## config.mk

```make
export PLATFORM = sky130hd
export DESIGN_NAME = mcsr_core_regs
export DESIGN_NICKNAME = d
export VERILOG_FILES = /design/src/mcsr_pkg.sv /design/src/mcsr_stack_ptr.sv /design/src/mcsr_prog_ctr.sv /design/src/mcsr_core_regs.sv
export SDC_FILE = /design/constraint.sdc
export NUM_CORES = 1
export LEC_CHECK = 0
export BUFFER_PORTS_ARGS = -buffer_cell sky130_fd_sc_hd__buf_2
export CORE_ASPECT_RATIO = 0.6
export CORE_UTILIZATION = 57
export CTS_CLUSTER_DIAMETER = 50
export CTS_CLUSTER_SIZE = 12
export DETAILED_ROUTE_END_ITERATION = 10
export PLACE_DENSITY = 0.87
export SKIP_LAST_GASP = 1
export SLEW_MARGIN = 20
export SYNTH_ARGS = -nofsm -noshare
export SYNTH_HDL_FRONTEND = slang
export SYNTH_SLANG_ARGS = --single-unit
```

## constraint.sdc

```tcl
create_clock -name clk_sys -period 3.6 [get_ports clk_sys]
set_input_delay 0.72 -clock clk_sys [delete_from_list [all_inputs] [get_ports clk_sys]]
set_output_delay 0.72 -clock clk_sys [all_outputs]
set_load 0.005 [all_outputs]
```

## src/mcsr_pkg.sv

```systemverilog
// Package: addresses, field positions, reset values and carriers of the core register set
package mcsr_pkg;

  // ==========================================================================
  // Register addresses in the upper special-register space
  // ==========================================================================
  localparam logic [7:0] SFR_BASE   = 8'h80;
  localparam logic [7:0] ADDR_SP    = 8'h81;
  localparam logic [7:0] ADDR_DPL   = 8'h82;
  localparam logic [7:0] ADDR_DPH   = 8'h83;
  localparam logic [7:0] ADDR_PROGRAM_CONTROL  = 8'h87;
  localparam logic [7:0] ADDR_CFG   = 8'haf;
  localparam logic [7:0] ADDR_SPH   = 8'hb7;
  localparam logic [7:0] ADDR_STACK_GUARD_CONTROL = 8'hbf;
  localparam logic [7:0] ADDR_PSW   = 8'hd0;
  localparam logic [7:0] ADDR_ACC   = 8'he0;
  localparam logic [7:0] ADDR_B     = 8'hf0;

  // ==========================================================================
  // Field positions
  // ==========================================================================
  localparam int PSW_CY    = 7;
  localparam int PSW_AC    = 6;
  localparam int PSW_F0    = 5;
  localparam int PSW_RS_HI = 4;
  localparam int PSW_RS_LO = 3;
  localparam int PSW_OV    = 2;
  localparam int PSW_F1    = 1;
  localparam int PSW_P     = 0;
  localparam int PROGRAM_CONTROL_BAUD_DOUBLER = 7;
  localparam int SPH_KEEP  = 7;
  localparam int SPH_SBF   = 6;
  localparam int SPH_SSA_HI = 5;
  localparam int SPH_SSA_LO = 3;
  localparam int SPH_SP_HI = 2;
  localparam int SPH_SP_LO = 0;
  localparam int ST_WL_HI  = 7;
  localparam int ST_WL_LO  = 3;
  localparam int ST_ACT    = 2;
  localparam int ST_SBE    = 1;
  localparam int ST_WLF    = 0;

  // ==========================================================================
  // Widths and reset values
  // ==========================================================================
  localparam int STK_W     = 11;
  localparam int WL_PAD    = 6;
  localparam int SSA_PAD   = 8;
  localparam int BANK_PAD  = 3;
  localparam logic [7:0]  RST_BYTE  = 8'h00;
  localparam logic [7:0]  RST_SPH   = 8'h89;
  localparam logic [7:0]  RST_CFG   = 8'h81;
  localparam logic [15:0] RST_WORD  = 16'h0000;
  localparam logic [10:0] RST_STACK = 11'h100;

  // ==========================================================================
  // Carriers
  // ==========================================================================
  typedef enum logic [2:0] {
    ALU_NONE  = 3'b000,
    ALU_ADD   = 3'b001,
    ALU_ADDC  = 3'b010,
    ALU_SUBB  = 3'b011,
    ALU_MUL   = 3'b100,
    ALU_DIV   = 3'b101,
    ALU_LOGIC = 3'b110
  } mcsr_alu_op_t;

  typedef struct packed {
    mcsr_alu_op_t op;
    logic         cy;
    logic         ac;
    logic         ov;
  } mcsr_alu_t;

  typedef struct packed {
    logic       rd;
    logic       wr;
    logic       direct;
    logic [7:0] addr;
    logic [7:0] wdata;
  } mcsr_sfr_req_t;

  typedef struct packed {
    logic       ack;
    logic       hit;
    logic [7:0] rdata;
  } mcsr_sfr_rsp_t;

  // Odd count of ones gives a set bit, so bit plus byte stays even
  function automatic logic mcsr_parity(input logic [7:0] v);
    return ^v;
  endfunction

endpackage

```

## src/mcsr_stack_ptr.sv

```systemverilog
// Eleven-bit stack pointer with push, pop and byte writes
`timescale 1ns/1ps
module mcsr_stack_ptr (
  input  wire logic                      clk_sys,
  input  wire logic                      rstn,
  input  wire logic                      push,
  input  wire logic                      pop,
  input  wire logic                      lo_we,
  input  wire logic                      hi_we,
  input  wire logic [7:0]                wdata,
  output logic [mcsr_pkg::STK_W-1:0]     sp
);
  import mcsr_pkg::*;

  logic [STK_W-1:0] sp_r;
  logic [STK_W-1:0] sp_nxt;

  // Software writes win over a push or pop in the same cycle
  always_comb begin
    sp_nxt = sp_r;
    if (lo_we || hi_we) begin
      if (lo_we) sp_nxt[7:0] = wdata;
      if (hi_we) sp_nxt[STK_W-1:8] = wdata[SPH_SP_HI:SPH_SP_LO];
    end else if (push && !pop) begin
      sp_nxt = sp_r + 11'h001; // RULE_17
    end else if (pop && !push) begin
      sp_nxt = sp_r - 11'h001; // RULE_17
    end
  end

  // Low byte resets to zero, high bits to 001
  always_ff @(posedge clk_sys or negedge rstn) begin
    if (!rstn) sp_r <= RST_STACK; // RULE_10 RULE_11
    else       sp_r <= sp_nxt;
  end

  assign sp = sp_r;
endmodule // mcsr_stack_ptr

```

## src/mcsr_prog_ctr.sv

```systemverilog
// Program counter and opcode holder, both outside the register space
`timescale 1ns/1ps
module mcsr_prog_ctr (
  input  wire logic        clk_sys,
  input  wire logic        rstn,
  input  wire logic        advance,
  input  wire logic [1:0]  instr_len,
  input  wire logic        jump,
  input  wire logic [15:0] jump_addr,
  input  wire logic        opcode_load,
  input  wire logic [7:0]  opcode_in,
  output logic [15:0]      program_counter,
  output logic [7:0]       opcode_holder
);
  import mcsr_pkg::*;

  logic [15:0] pc_r;
  logic [15:0] pc_nxt;
  logic [7:0]  ir_r;

  // A jump overrides the step; lengths outside one to three are ignored
  assign pc_nxt = jump ? jump_addr :
                  (advance && instr_len != 2'b00) ? pc_r + {14'h0000, instr_len} : pc_r; // RULE_19

  always_ff @(posedge clk_sys or negedge rstn) begin
    if (!rstn) pc_r <= RST_WORD; // RULE_19
    else       pc_r <= pc_nxt;
  end

  always_ff @(posedge clk_sys or negedge rstn) begin
    if (!rstn)            ir_r <= RST_BYTE;
    else if (opcode_load) ir_r <= opcode_in;
  end

  assign program_counter = pc_r;
  assign opcode_holder   = ir_r;
endmodule // mcsr_prog_ctr

```

## src/mcsr_core_regs.sv

```systemverilog
// Core special-register set: status word, math registers, pointers, stack guard
// Functional notes
// RULE_01 - Decode upper 128 bytes, direct addressing only
// RULE_02 - Program counter, opcode, banks stay outside space
// RULE_03 - Carry and overflow change only on arithmetic
// RULE_04 - Half carry changes only on add types
// RULE_05 - Two user flags hold whatever software writes
// RULE_06 - Bank select bits choose one of four banks
// RULE_07 - Parity bit keeps accumulator ones count even
// RULE_08 - Control bits stay low; bit seven doubles baud
// RULE_09 - Data pointer is high and low byte, reset zero
// RULE_10 - Stack low register holds eight low bits
// RULE_11 - Stack high bits two..zero, reset 001
// RULE_12 - Stack start address bits, reset 001
// RULE_13 - Software keeps stack high bit seven set
// RULE_14 - Violation gives interrupt or reset per action bit
// RULE_15 - Boundary check enable bit, reset disabled
// RULE_16 - Waterline setting and waterline flag, reset zero
// RULE_17 - Push increments then writes; pop reads then decrements
// RULE_18 - Four eight-register banks in lowest 32 bytes
// RULE_19 - Program counter resets zero, steps one to three
// RULE_20 - Climbing past waterline sets flag, counts violation
// RULE_21 - Falling below start address sets bottom flag
`timescale 1ns/1ps
module mcsr_core_regs (
  input  wire logic                   clk_sys,
  input  wire logic                   rstn,
  input  wire mcsr_pkg::mcsr_sfr_req_t sfr_req,
  output mcsr_pkg::mcsr_sfr_rsp_t     sfr_rsp,
  input  wire mcsr_pkg::mcsr_alu_t    alu_flags,
  input  wire logic                   acc_we,
  input  wire logic [7:0]             acc_wdata,
  input  wire logic                   aux_we,
  input  wire logic [7:0]             aux_wdata,
  input  wire logic                   data_pointer_we,
  input  wire logic [15:0]            data_pointer_wdata,
  input  wire logic                   stack_push,
  input  wire logic                   stack_pop,
  input  wire logic                   pc_advance,
  input  wire logic [1:0]             pc_instr_len,
  input  wire logic                   pc_jump,
  input  wire logic [15:0]            pc_jump_addr,
  input  wire logic                   opcode_load,
  input  wire logic [7:0]             opcode_in,
  output logic [7:0]                  accumulator,
  output logic [7:0]                  aux_math,
  output logic [7:0]                  program_status_word,
  output logic [1:0]                  bank_select,
  output logic [4:0]                  bank_base_addr,
  output logic [15:0]                 data_pointer,
  output logic [mcsr_pkg::STK_W-1:0]  stack_addr,
  output logic                        baud_doubler,
  output logic [7:0]                  core_config,
  output logic [15:0]                 program_counter,
  output logic [7:0]                  opcode_holder,
  output logic                        stack_irq,
  output logic                        stack_reset_req
);
  import mcsr_pkg::*;

  // ==========================================================================
  // Decode
  // ==========================================================================
  logic [7:0]  acc_r, aux_r, psw_r, program_control_r, cfg_r, sph_r, stack_guard_control_r, dpl_r, dph_r;
  logic [7:0]  rdata_r;
  logic        ack_r, hit_r;
  logic        wl_cond_r, bt_cond_r, irq_r, rst_r;
  logic [STK_W-1:0] sp_w;

  // Indirect cycles and the lower half never reach the registers, so
  // program counter, opcode and bank storage cannot alias in here
  wire in_space = sfr_req.direct && (sfr_req.addr >= SFR_BASE); // RULE_01 RULE_02
  wire wr_ok    = sfr_req.wr && in_space;
  wire sel_sp   = sfr_req.addr == ADDR_SP;
  wire sel_dpl  = sfr_req.addr == ADDR_DPL;
  wire sel_dph  = sfr_req.addr == ADDR_DPH;
  wire sel_program_control = sfr_req.addr == ADDR_PROGRAM_CONTROL;
  wire sel_cfg  = sfr_req.addr == ADDR_CFG;
  wire sel_sph  = sfr_req.addr == ADDR_SPH;
  wire sel_st   = sfr_req.addr == ADDR_STACK_GUARD_CONTROL;
  wire sel_psw  = sfr_req.addr == ADDR_PSW;
  wire sel_acc  = sfr_req.addr == ADDR_ACC;
  wire sel_b    = sfr_req.addr == ADDR_B;
  wire mapped   = in_space && (sel_sp || sel_dpl || sel_dph || sel_program_control || sel_cfg ||
                  sel_sph || sel_st || sel_psw || sel_acc || sel_b);

  // Parity is never stored; it follows the accumulator combinationally
  wire parity_bit = mcsr_parity(acc_r); // RULE_07
  wire [7:0] psw_view = {psw_r[7:1], parity_bit};

  // Reserved control bits read as zero whatever was attempted
  wire [7:0] program_control_view = {program_control_r[PROGRAM_CONTROL_BAUD_DOUBLER], 7'h00}; // RULE_08

  wire [7:0] rd_mux = !mapped ? RST_BYTE :
                      sel_sp   ? sp_w[7:0] :
                      sel_dpl  ? dpl_r :
                      sel_dph  ? dph_r :
                      sel_program_control ? program_control_view :
                      sel_cfg  ? cfg_r :
                      sel_sph  ? {sph_r[7:3], sp_w[STK_W-1:8]} :
                      sel_st   ? stack_guard_control_r :
                      sel_psw  ? psw_view :
                      sel_acc  ? acc_r : aux_r;

  // One-cycle read answer from flops; unmapped reads answer zero, no hit
  always_ff @(posedge clk_sys or negedge rstn) begin
    if (!rstn) begin
      ack_r   <= 1'b0;
      hit_r   <= 1'b0;
      rdata_r <= RST_BYTE;
    end else begin
      ack_r   <= sfr_req.rd || sfr_req.wr;
      hit_r   <= mapped;
      rdata_r <= sfr_req.rd ? rd_mux : RST_BYTE;
    end
  end
  assign sfr_rsp = '{ack: ack_r, hit: hit_r, rdata: rdata_r};

  // ==========================================================================
  // Accumulator and auxiliary math register
  // ==========================================================================
  // Datapath results take precedence over a register-space write
  always_ff @(posedge clk_sys or negedge rstn) begin
    if (!rstn)                  acc_r <= RST_BYTE;
    else if (acc_we)            acc_r <= acc_wdata;
    else if (wr_ok && sel_acc)  acc_r <= sfr_req.wdata;
  end

  always_ff @(posedge clk_sys or negedge rstn) begin
    if (!rstn)                  aux_r <= RST_BYTE;
    else if (aux_we)            aux_r <= aux_wdata;
    else if (wr_ok && sel_b)    aux_r <= sfr_req.wdata;
  end

  // ==========================================================================
  // Program status word
  // ==========================================================================
  wire arith_op = alu_flags.op inside {ALU_ADD, ALU_ADDC, ALU_SUBB, ALU_MUL, ALU_DIV};
  wire add_op   = alu_flags.op inside {ALU_ADD, ALU_ADDC};
  logic [7:0] psw_nxt;

  // Software write first, then flags from the instruction just executed
  always_comb begin
    psw_nxt = psw_r;
    if (wr_ok && sel_psw) psw_nxt = sfr_req.wdata; // RULE_05 RULE_06
    if (arith_op) begin
      psw_nxt[PSW_CY] = alu_flags.cy; // RULE_03
      psw_nxt[PSW_OV] = alu_flags.ov; // RULE_03
    end
    if (add_op) psw_nxt[PSW_AC] = alu_flags.ac; // RULE_04
    psw_nxt[PSW_P] = 1'b0;
  end

  always_ff @(posedge clk_sys or negedge rstn) begin
    if (!rstn) psw_r <= RST_BYTE;
    else       psw_r <= psw_nxt;
  end

  assign bank_select    = psw_r[PSW_RS_HI:PSW_RS_LO]; // RULE_06
  assign bank_base_addr = {bank_select, {BANK_PAD{1'b0}}}; // RULE_18

  // ==========================================================================
  // Data pointer, program control, configuration
  // ==========================================================================
  // A whole-word load beats byte writes issued in the same cycle
  always_ff @(posedge clk_sys or negedge rstn) begin
    if (!rstn) begin
      dpl_r <= RST_BYTE; // RULE_09
      dph_r <= RST_BYTE; // RULE_09
    end else if (data_pointer_we) begin
      dph_r <= data_pointer_wdata[15:8];
      dpl_r <= data_pointer_wdata[7:0];
    end else begin
      if (wr_ok && sel_dpl) dpl_r <= sfr_req.wdata;
      if (wr_ok && sel_dph) dph_r <= sfr_req.wdata;
    end
  end

  always_ff @(posedge clk_sys or negedge rstn) begin
    if (!rstn) begin
      program_control_r <= RST_BYTE;
      cfg_r  <= RST_CFG;
    end else begin
      if (wr_ok && sel_program_control) program_control_r <= sfr_req.wdata;
      if (wr_ok && sel_cfg)  cfg_r  <= sfr_req.wdata;
    end
  end

  assign data_pointer = {dph_r, dpl_r}; // RULE_09
  assign baud_doubler = program_control_r[PROGRAM_CONTROL_BAUD_DOUBLER]; // RULE_08
  assign core_config  = cfg_r;

  // ==========================================================================
  // Stack pointer and boundary guard
  // ==========================================================================
  mcsr_stack_ptr u_stack (
    .clk_sys (clk_sys),
    .rstn    (rstn),
    .push    (stack_push),
    .pop     (stack_pop),
    .lo_we   (wr_ok && sel_sp),
    .hi_we   (wr_ok && sel_sph),
    .wdata   (sfr_req.wdata),
    .sp      (sp_w)
  );
  assign stack_addr = sp_w;

  wire [4:0] wl_level  = stack_guard_control_r[ST_WL_HI:ST_WL_LO];
  wire [2:0] start_hi  = sph_r[SPH_SSA_HI:SPH_SSA_LO];
  wire       chk_en    = stack_guard_control_r[ST_SBE]; // RULE_15
  wire       wl_cond   = chk_en && (sp_w > {wl_level, {WL_PAD{1'b0}}}); // RULE_20
  wire       bt_cond   = chk_en && (sp_w < {start_hi, {SSA_PAD{1'b0}}}); // RULE_21
  // Only the crossing counts, so a pointer parked past a limit fires once
  wire       wl_event  = wl_cond && !wl_cond_r;
  wire       bt_event  = bt_cond && !bt_cond_r;
  wire       violation = wl_event || bt_event;

  // Software may write both flags; a crossing in the same cycle wins
  always_ff @(posedge clk_sys or negedge rstn) begin
    if (!rstn) begin
      sph_r   <= RST_SPH;  // RULE_11 RULE_12 RULE_13
      stack_guard_control_r <= RST_BYTE; // RULE_15 RULE_16
    end else begin
      if (wr_ok && sel_sph) sph_r <= sfr_req.wdata; // RULE_12
      if (wr_ok && sel_st)  stack_guard_control_r <= sfr_req.wdata; // RULE_16
      if (bt_event)         sph_r[SPH_SBF] <= 1'b1; // RULE_21
      if (wl_event)         stack_guard_control_r[ST_WLF] <= 1'b1; // RULE_20
    end
  end

  // Action bit steers the single violation pulse to one of two outputs
  always_ff @(posedge clk_sys or negedge rstn) begin
    if (!rstn) begin
      wl_cond_r <= 1'b0;
      bt_cond_r <= 1'b0;
      irq_r     <= 1'b0;
      rst_r     <= 1'b0;
    end else begin
      wl_cond_r <= wl_cond;
      bt_cond_r <= bt_cond;
      irq_r     <= violation && !stack_guard_control_r[ST_ACT]; // RULE_14
      rst_r     <= violation && stack_guard_control_r[ST_ACT]; // RULE_14
    end
  end
  assign stack_irq       = irq_r;
  assign stack_reset_req = rst_r;

  // ==========================================================================
  // Program counter and opcode holder
  // ==========================================================================
  mcsr_prog_ctr u_pc (
    .clk_sys         (clk_sys),
    .rstn            (rstn),
    .advance         (pc_advance),
    .instr_len       (pc_instr_len),
    .jump            (pc_jump),
    .jump_addr       (pc_jump_addr),
    .opcode_load     (opcode_load),
    .opcode_in       (opcode_in),
    .program_counter (program_counter),
    .opcode_holder   (opcode_holder)
  );

  assign accumulator         = acc_r;
  assign aux_math            = aux_r;
  assign program_status_word = psw_view;
endmodule // mcsr_core_regs

```

==> results of run 1 <==
cells in the mapped netlist, types with 8 or more instances:
master,n
dfrtp_1,105
o22ai_1,10
inv_1,16
o21a_1,13
nor2b_1,9
xnor2_1,18
mux2i_1,40
a31oi_1,8
ha_1,19
clkbuf_1,22
xor2_1,10
nor3_1,11
nand3_1,11
nor2_1,37
o21ai_0,80
buf_4,13
a21oi_1,21
nand2_1,111
mux2_2,27
stage by stage:
step,util (%),cell area (um2),hold WS [ps],setup WS [ps]
2_1_floorplan,-,6620,424,715
3_3_place_gp,67.8,7660,483,566
3_5_place_dp,67.8,7660,492,410
4_1_cts,70.5,7960,442,775
5_1_grt,70.5,7970,483,658
6_report,70.5,7970,421,727
layout by cell type, fill, tap and decap left out, types with 10 or more instances in the layout:
cell / Yosys / routed
a21oi_1: 21 / 21
buf_2: 6 / 191
buf_4: 13 / 16
dfrtp_1: 105 / 105
ha_1: 19 / 19
inv_1: 16 / 16
mux2_2: 27 / 27
mux2i_1: 40 / 40
nand2_1: 111 / 111
nand3_1: 11 / 11
nor2_1: 37 / 37
nor3_1: 11 / 11
o21a_1: 13 / 13
o21ai_0: 80 / 80
o22ai_1: 10 / 10
xnor2_1: 18 / 18
xor2_1: 10 / 10
per-layer routing:
metal / part of all wire [%] / vias to the layer above
li1: - / 2881
met1: 43 / 3000
met2: 43 / 368
met3: 12 / 37
met4: 1.8 / 0
met5: 0 / -
kinds of logic after synthesis:
| family | Yosys count |
|---|---|
| simple gates | 225 |
| compound gates | 188 |
| flops | 110 |
| mux | 68 |
| buf+inv | 66 |
| xor+xnor | 28 |
| fa+ha+maj | 22 |
| other cells | 1 |
report_power, final:
group | leakage [nW] | total [mW] | switching, mW | internal [mW]
registers | 1.34 | 1.61 | 0.235 | 1.37
logic | 2.40 | 1.19 | 0.631 | 0.557
clock network | 0.147 | 1.04 | 0.475 | 0.568
worst register-to-register path: stages, from the launching register on:
cell	delay (ps)
dfrtp_1	560
fa_1	560
a211oi_1	400
o211ai_1	180
and3_1	170
a311oi_1	290
mux2i_1	120
a221o_1	260
cell type report:
cell class	instances	share of cell area (%)
multi-input cells	534	44.5
flip-flops and latches	110	34.6
repair buffers	208	13.8
clock buffers	11	3.05
well taps	160	2.51
clock inverters	5	0.801
inverters	16	0.754
path summary, 6_finish.rpt:
check                                               endpoint  slack [ps]
min                        u_pc.opcode_holder[6]$_DFFE_PN0P_         420
min in group clk_sys       u_pc.opcode_holder[5]$_DFFE_PN0P_         510
max reg2reg                       u_stack.sp[10]$_DFFE_PN0P_         940
max                               u_stack.sp[10]$_DFFE_PN0P_         730
max in group asynchronous               sph_r[7]$_DFFE_PN1P_        2390
min reg2reg                u_pc.opcode_holder[5]$_DFFE_PN0P_         510
state kept, by name (all words and copies together), names as in the netlist, 5 cells and up:
name,cells
u_pc.program_counter,16
u_stack.sp,11
accumulator,8
aux_math,8
core_config,8
dph_r,8
dpl_r,8
rdata_r,8
stack_guard_control_r,8
u_pc.opcode_holder,8
psw_r,7
sph_r,5
==> run summary, run 1 <==
status = finished clean
Clock Skew = 5.27 ps
vias in the first global route = 5711
largest family of logic cells by synthesized area = compound AO/OA/AOI/OAI gates
synth top area cells = dfrtp_1, nand2_1, mux2i_1
share of layout cells above drive strength 1 = 30.0%
post-CTS resize count = 0
Final Setup Violations = 0
chip height = 85.4 um
ys flop type = dfrtp_1
DRC = 0
I/O Pins = 196
CP Launch Point = stack_pop
Seq/Total Area, Yosys = 41.7%
Crit Path Category = in2reg
fin crit share = 79.8%
Max-cap violations = 0
Congestion Overflow GR = 0
average size of a mapped cell = 9.34 um2
crit path cell chain = buf_2, inv_1, ha_1, inv_1, fa_1, a211oi_1, o211ai_1, and3_1, a311oi_1, mux2i_1, a221o_1
root buf cell = clkbuf_16
relative slew slack = 50.9%
row count = 30
per-cell routed wire length = 19.4 um
1st-iter DRT viols = 714
Power, Total = 3.84 mW
Slew Limit Fails = 0
EDFF count, synth = 0
Pre-antenna DRT Iters = 6
CP peak stage delay = 450 ps
leading area contributor after synthesis = dfrtp_1
Hold Path Class = in2async
sum of negative setup slack = 0 ps
Clock Latency Late Sink = 350 ps
Post-synth ARST share = 100%
simple-gate area share of the yosys netlist = 16.3%
GRT Total Usage = 34.8%
crit path DAT = 3110 ps
Max VDD drop = 0.275 mV
Starting Density = 58.5%
worst reg2reg path depth = 7
non-filler cells, final = 1044
met2 usage = 50.1%
DP HPWL = 15.1 mm
Multi-input gate area = 3550 um2
via count = 6286
Bufs and invs on worst path = 3
post-synth top area share = 39.7%
Slowest cell on crit path = fa_1
RR Startpoint = u_stack.sp[0]$_DFFE_PN0P_
hold buffers post-CTS = 0
synthesized area = 6610 um2
Syn Inst Count = 708
final antenna-violating net count = 0
H-tree Lvls = 3
Syn. warnings = 0
met1 Usage GRT = 49.9%
clock sink count = 110
CP most frequent cell = inv_1
core area = 11300 um2
TritonCTS buffer count = 9
largest net degree at the start of global routing = 57
Yosys cell types = 65
largest buffer count on any clock path = 2
Synth-to-Final Area Change = 20.5%
Reg area = 2760 um2
Pleak = 3.88 nW
Die Wd = 141 um
PD cells = 482 nW/um2
RD Place Congestion = 0.957
first-pass GRT wire length = 31.4 mm
Max FO, Critical Path = 5
Die Area = 12000 um2
Worst Tran Pin Value = 733 ps
CP Launch Type = primary input
Synth Area in Compound Gates = 18.0%
Fill cells = 897
Placed Cells = 1028
unrepaired setup endpoints after global routing = no
TritonCTS clock tree = done
# diodes = 0
final hold vios = 0
post-synthesis adder-cell area fraction = 4.35%
Stages on worst setup path = 11
Synth Area in XOR/XNOR = 3.71%
crit path time final = 2870 ps
Post-CTS Repair Setup Buffers = 0
Max Fclk = 348 MHz
Worst EP required = 3830 ps
GR peak layer = met2
initial antenna violation count = 0
Yosys reg bits = 110
mux share of post-synthesis cell area = 11.0%
Reg clk slew, reported paths = 70 ps
met3 global-route usage = 11.6%
number of port buffers = 192
Final #Nets = 993
cell family with most CP delay = compound AO/OA/AOI/OAI gates
final WL = 20.3 mm
Setup crit end kind = flip-flop
Via density = 6.02
Power figures use the tool's default switching activity.
==> run 2, diff against run 1 <==
- ABC_AREA: unset -> 1
- CORE_UTILIZATION: 57 -> 48
- PLACE_DENSITY: 0.87 -> 0.78
- clock period: 3.6 -> 2.51 ns (I/O delays scaled with it)
==> run 2 against run 1 <==
  * Routed wire length about the same
  * First-iteration DRC count decreased by 19%
  * Final area is 0.93% higher
  * Non-clock buffer count shrank 8
  * Via count rose by 7.6%
  * Flip-flop and latch count stayed put
  * Register-to-register slack worse by 610 ps
  * Sequential power up 42%
  * Critical path type is now reg2reg
==> run summary, run 2 <==
status = finished clean
RD Place Congestion = 0.987 (+3.1%)
crit path time final = 2180 ps
1st-iter DRT viols = 576 (-19%)
Clock Skew = 9.85 ps (+4.59 ps)
H-tree Lvls = 3 (unchanged)
GRT Total Usage = 29.1% (-5.7 points)
Congestion Overflow GR = 0 (unchanged)
placed cell areas = 7740 um2 (+1.2%)
Final #Nets = 1192 (+20%)
sum of negative setup slack = 0 ps (unchanged)
Clock Latency Late Sink = 350 ps (about the same)
first-pass GRT wire length = 32.2 mm (+2.6%)
I/O Pins = 196 (unchanged)
leading area contributor after synthesis = dfrtp_1
Die Wd = 154 um (+9.2%)
CP most frequent cell = nand4_1
final antenna-violating net count = 0 (unchanged)
Largest register FFs = 16 (unchanged)
most common cell after layout, fill and taps aside = nand2_1
Max-cap violations = 0 (unchanged)
vias in the first global route = 6102 (+6.8%)
Starting Density = 50.5% (-8.0 points)
Setup crit end kind = flip-flop
fin crit share = 86.9%
core area = 13200 um2 (+17%)
largest net degree at the start of global routing = 45 (-21%)
Via density = 5.40 (-10%)
Pre-antenna DRT Iters = 5 (-1)
Multi-input gate area = 3290 um2 (-7.1%)
Syn. warnings = 0 (unchanged)
synth cell count leaders = nand2_1, dfrtp_1, inv_1, nor2_1, a21oi_1
CP peak stage delay = 390 ps (-60 ps)
R2R setup slack = 330 ps (-610 ps)
unrepaired setup endpoints after global routing = no
final hold vios = 0 (unchanged)
CP Launch Type = flip-flop
relative slew slack = 60.6% (+9.7 points)
final WL = 20.3 mm (about the same)
Hold Path Class = in2async
average size of a mapped cell = 7.46 um2 (-20%)
Fill cells = 1233 (+37%)
Worst Tran Pin Value = 592 ps (-141 ps)
largest buffer count on any clock path = 2 (unchanged)
clock sink count = 110 (unchanged)
Max Fclk = 458 MHz
Post-CTS Repair Setup Buffers = 0 (unchanged)
most common cell in the synthesized netlist = nand2_1
TritonCTS clock tree = done
Slew Limit Fails = 0 (unchanged)
Final Setup Violations = 0 (unchanged)
# diodes = 0 (unchanged)
per-cell routed wire length = 16.2 um (-17%)
PD cells = 677 nW/um2 (+41%)
Seq/Total Area, Yosys = 41.5% (-0.24 points)
via count = 6763 (+7.6%)
Reg clk slew, reported paths = 80 ps (about the same)
Power, Total = 5.45 mW (+42%)
Pleak = 4.23 nW (+9.1%)
synthesized area = 6650 um2 (+0.59%)
EDFF count, synth = 0 (unchanged)
post-synth top area share = 39.5% (-0.23 points)
chip height = 93.2 um (+9.1%)
Placed Cells = 1237 (+20%)
row count = 32 (+6.7%)
DRC = 0 (unchanged)
ys flop type = dfrtp_1
hold buffers post-CTS = 0 (unchanged)
hold slack = 139 ps (-282 ps)
Reg area = 2760 um2 (unchanged)
share of layout cells above drive strength 1 = 23.9% (-6.1 points)
Worst EP required = 2750 ps (-1080 ps)
number of port buffers = 192 (unchanged)
synth top area cells = dfrtp_1, nand2_1, inv_1
post-CTS resize count = 0 (unchanged)
Die Area = 14300 um2 (+19%)
Slowest cell on crit path = fa_1
Yosys cell types = 42 (-35%)
Synth-to-Final Area Change = 20.9%
Syn Inst Count = 892 (+26%)
commonest non-fill, non-tap cells in the layout = nand2_1, buf_2, dfrtp_1
TritonCTS buffer count = 9 (unchanged)
Crit Path Category = reg2reg
worst reg2reg path depth = 10 (+3)
non-filler cells, final = 1253 (+20%)
initial antenna violation count = 0 (unchanged)
Max VDD drop = 0.343 mV (+25%)
DP HPWL = 15.7 mm (+4.1%)
final instance area = 8040 um2 (+0.93%)
Max FO, Critical Path = 3 (-2)
crit path DAT = 2420 ps (-690 ps)
Yosys reg bits = 110 (unchanged)
root buf cell = clkbuf_16
Post-synth ARST share = 100% (unchanged)
crit path cell chain = ha_1, inv_1, fa_1, nor2_1, nand4_1, nor3_1, nand4_1, xor2_1, nand2_1, nand3_1
-- run 2: cell types whose count changed in the layout (fill, tap and decap cells not counted), sizes merged, moves of 14 or more --
cell,change
mux2i,-40
nor2,+53
a31oi,+14
mux2,-19
nand2,+127
o21ai,-16
inv,+95
nand3,+29
a21oi,+38
-- run 2: logic make-up (layout without fill, tap and decap cells) --
kind of cell | after synthesis | in the layout | share of synthesized area [%]
muxes | 8 | 8 | 1.35
buffers and inverters | 145 | 334 | 9.09
DFF | 110 | 110 | 41.5
and+or+nand+nor | 405 | 405 | 25.7
other | 1 | 3 | 0.0564
AOI/OAI and AO/OA | 185 | 185 | 15.9
xor gates and xnor gates | 17 | 17 | 2.24
adders and majority gates | 21 | 21 | 4.18
-- run 2: where the power goes --
group          switching, mW  internal (mW)  total (mW)
Combinational          0.955          0.729        1.68
Clock                  0.687          0.782        1.47
Sequential             0.322           1.97        2.29
-- run 2: cell type report --
class,count,share of cell area [%]
clock buffer,10,2.85
timing repair buffer,200,12.9
multi-input combinational,639,41.0
sequential,110,34.3
inverter,118,5.51
tap,170,2.65
clock inverter,6,0.840
-- run 2: critical path: cells and delay by family (launching register included) --
kind | cells | cell delay, ps
flip-flops | 1 | 370
adder cells (fa/ha/maj) | 2 | 570
AND/OR/NAND/NOR | 6 | 910
buffers and inverters | 1 | 50
XOR/XNOR | 1 | 170
-- run 2: path summary, 6_finish.rpt --
path	from	endpoint
setup reg to reg	u_pc.program_counter[0]$_DFFE_PN0P_	u_pc.program_counter[14]$_DFFE_PN0P_
setup / recovery	u_pc.program_counter[0]$_DFFE_PN0P_	u_pc.program_counter[14]$_DFFE_PN0P_
hold / removal	rstn	accumulator[2]$_DFFE_PN0P_
min in group clk_sys	sfr_req[17]	ack_r$_DFF_PN0_
max in group asynchronous	rstn	u_pc.program_counter[7]$_DFFE_PN0P_
hold reg to reg	stack_guard_control_r[2]$_DFFE_PN0P_	stack_irq$_DFF_PN0_
-- run 2: metal layers --
metal  GRT usage [%]  wire length (um)
met3            6.39              1990
met1            45.7              9950
met2            40.2              8180
met5               0                 0
met4            5.75               157
-- run 2: stage by stage --
| stage | utilization, % | setup WS, ps |
|---|---|---|
| global route | 61.0 | 45.6 |
| finish | 61.0 | 328 |
| CTS | 61.0 | 314 |
| floorplan | - | 346 |
| global placement | 58.8 | 76.1 |
| detailed placement | 58.8 | 1.72 |
==> run 3, diff against run 2 <==
- BUFFER_PORTS_ARGS: -buffer_cell sky130_fd_sc_hd__buf_2 -> unset
- CORE_MARGIN: unset -> 4
- CORE_UTILIZATION: 48 -> 58
- DONT_BUFFER_PORTS: unset -> 1
- PLACE_DENSITY: 0.78 -> 0.76
==> run 3 against run 2 <==
  * The run now ends with hold timing left
  * Setup slack got worse by 17 ps
  * Clock skew decreased by 2.9 ps
  * Power decreased by 5.6%
  * Global-route usage increased by 1.7 points
  * Cell count decreased by 18%
  * Final area decreased by 13%
  * Combinational power decreased by 17%
  * Critical endpoint unchanged
  * Die area decreased by 7.3%
  * Flip-flop and latch count unchanged
  * Register-to-register slack got worse by 20 ps
  * Via count decreased by 7.8%
==> run summary, run 3 (synthesis results as in run 2) <==
sum of negative setup slack = 0 ps (unchanged)
row count = 29 (-9.4%)
failing checks = hold timing
TritonCTS clock tree = done
Congestion Overflow GR = 0 (unchanged)
fin crit share = 87.6% (+0.66 points)
Max FO, Critical Path = 3 (unchanged)
CP Launch Point = u_pc.program_counter[0]$_DFFE_PN0P_
via count = 6236 (-7.8%)
Clock Skew = 6.97 ps (-2.88 ps)
Final Setup Violations = 0 (unchanged)
Worst Tran Pin Value = 540 ps (-52.2 ps)
first-pass GRT wire length = 32.3 mm (+0.15%)
Synth-to-Final Area Change = 5.38%
per-cell routed wire length = 20.1 um (+24%)
Final #Nets = 997 (-16%)
Hold Path Class = in2async
Power, Total = 5.14 mW (-5.6%)
crit path DAT = 2450 ps (+30 ps)
relative slew slack = 63.9% (+3.4 points)
met3 WL post-DR = 3.08 mm (+55%)
chip height = 90.9 um (-2.4%)
largest buffer count on any clock path = 2 (unchanged)
Die Wd = 146 um (-5.0%)
number of port buffers = 0 (-100%)
Top Layer Used = met4
Reg clk slew, reported paths = 80 ps (about the same)
Largest register FFs = 16 (unchanged)
Pleak = 3.41 nW (-19%)
final hold vios = 105 (+105)
CP Launch Type = flip-flop
Max Fclk = 455 MHz (-0.76%)
hold slack = -166 ps (-306 ps)
Crit Path Category = reg2reg
post-route core utilization = 64.4% (+3.3 points)
largest net degree at the start of global routing = 111 (+150%)
unrepaired setup endpoints after global routing = no
commonest non-fill, non-tap cells in the layout = nand2_1, dfrtp_1, inv_1
Max-cap violations = 0 (unchanged)
Clock Latency Late Sink = 360 ps (about the same)
vias in the first global route = 5797 (-5.0%)
Worst EP required = 2760 ps (about the same)
H-tree Lvls = 3 (unchanged)
worst reg2reg path depth = 10 (unchanged)
root buf cell = clkbuf_16
final antenna-violating net count = 0 (unchanged)
Pre-antenna DRT Iters = 7 (+2)
core area = 10900 um2 (-17%)
Starting Density = 61.1% (+11 points)
Slew Limit Fails = 0 (unchanged)
RD Place Congestion = 0.966 (-2.2%)
PD cells = 734 nW/um2 (+8.3%)
Die Area = 13300 um2 (-7.3%)
crit path time final = 2200 ps (+16.6 ps)
most common cell after layout, fill and taps aside = nand2_1
R2R setup slack = 310 ps (-20 ps)
met1 wire length = 8.76 mm (-12%)
Via density = 6.07 (+12%)
initial antenna violation count = 0 (unchanged)
1st-iter DRT viols = 692 (+20%)
clock sink count = 110 (unchanged)
DRC = 0 (unchanged)
Max VDD drop = 0.653 mV (+90%)
GRT Total Usage = 30.8% (+1.7 points)
status = finished, violations left
DP HPWL = 16.3 mm (+3.5%)
I/O Pins = 196 (unchanged)
final WL = 20.7 mm (+1.9%)
TritonCTS buffer count = 9 (unchanged)
Setup crit end kind = flip-flop
share of layout cells above drive strength 1 = 7.43% (-16 points)
Met2 Routed Length = 8.41 mm (+2.8%)
RR Startpoint = u_pc.program_counter[0]$_DFFE_PN0P_
==> run 3: per-layer routing <==
| metal | track usage [%] | up-vias |
|---|---|---|
| met4 | 7.20 | 0 |
| met5 | 0 | - |
| li1 | - | 2909 |
| met3 | 13.7 | 44 |
| met2 | 42.4 | 372 |
| met1 | 44.5 | 2911 |
==> run 3: repair_timing <==
action | in CTS | in global routing
hold endpoints to repair | 107 | 105
endpoints found under the setup margin | 0 | 1
setup buffers | 0 | 0
resized for setup | 0 | 1
==> run 3: layout make-up <==
class | count | area (um2)
Sequential cell | 110 | 2760
Antenna cell | 1 | 2.50
Clock inverter | 6 | 53.8
Clock buffer | 10 | 239
Multi-Input combinational cell | 639 | 3300
Fill cell | 974 | 3880
Inverter | 118 | 443
Timing Repair Buffer | 5 | 37.5
Tap cell | 139 | 174
==> run 3: metrics by stage <==
step	setup WS (ps)	cell area (um2)	hold WS, ps	std cells
after floorplan	346	6660	206	894
after global placement	189	6710	210	1011
after detailed placement	89.5	6710	209	1011
after CTS	171	7000	-169	1027
after global routing	130	7010	-177	1027
final	311	7010	-166	1028
==> run 3: path summary, 6_finish.rpt <==
path                                                         to
setup / recovery           u_pc.program_counter[14]$_DFFE_PN0P_
hold / removal                        u_stack.sp[1]$_DFFE_PN0P_
setup reg to reg           u_pc.program_counter[14]$_DFFE_PN0P_
hold reg to reg                             stack_irq$_DFF_PN0_
max in group asynchronous            core_config[0]$_DFFE_PN1P_
min in group clk_sys                       sph_r[3]$_DFFE_PN1P_
==> run 3: worst max-delay path: stages, from the launching register on <==
cell and delay, ps:
dfrtp_1 390, ha_1 180, inv_1 60, fa_1 440, nor2_1 180, nand4_1 170
nor3_2 250, nand4_1 150, xor2_1 170, nand2_1 60, nand3_1 50
==> run 3: where the power goes <==
| part | internal (mW) | leakage (nW) | switching (mW) |
|---|---|---|---|
| registers | 1.97 | 1.33 | 0.370 |
| clock network | 0.717 | 0.141 | 0.695 |
| logic | 0.559 | 1.94 | 0.827 |
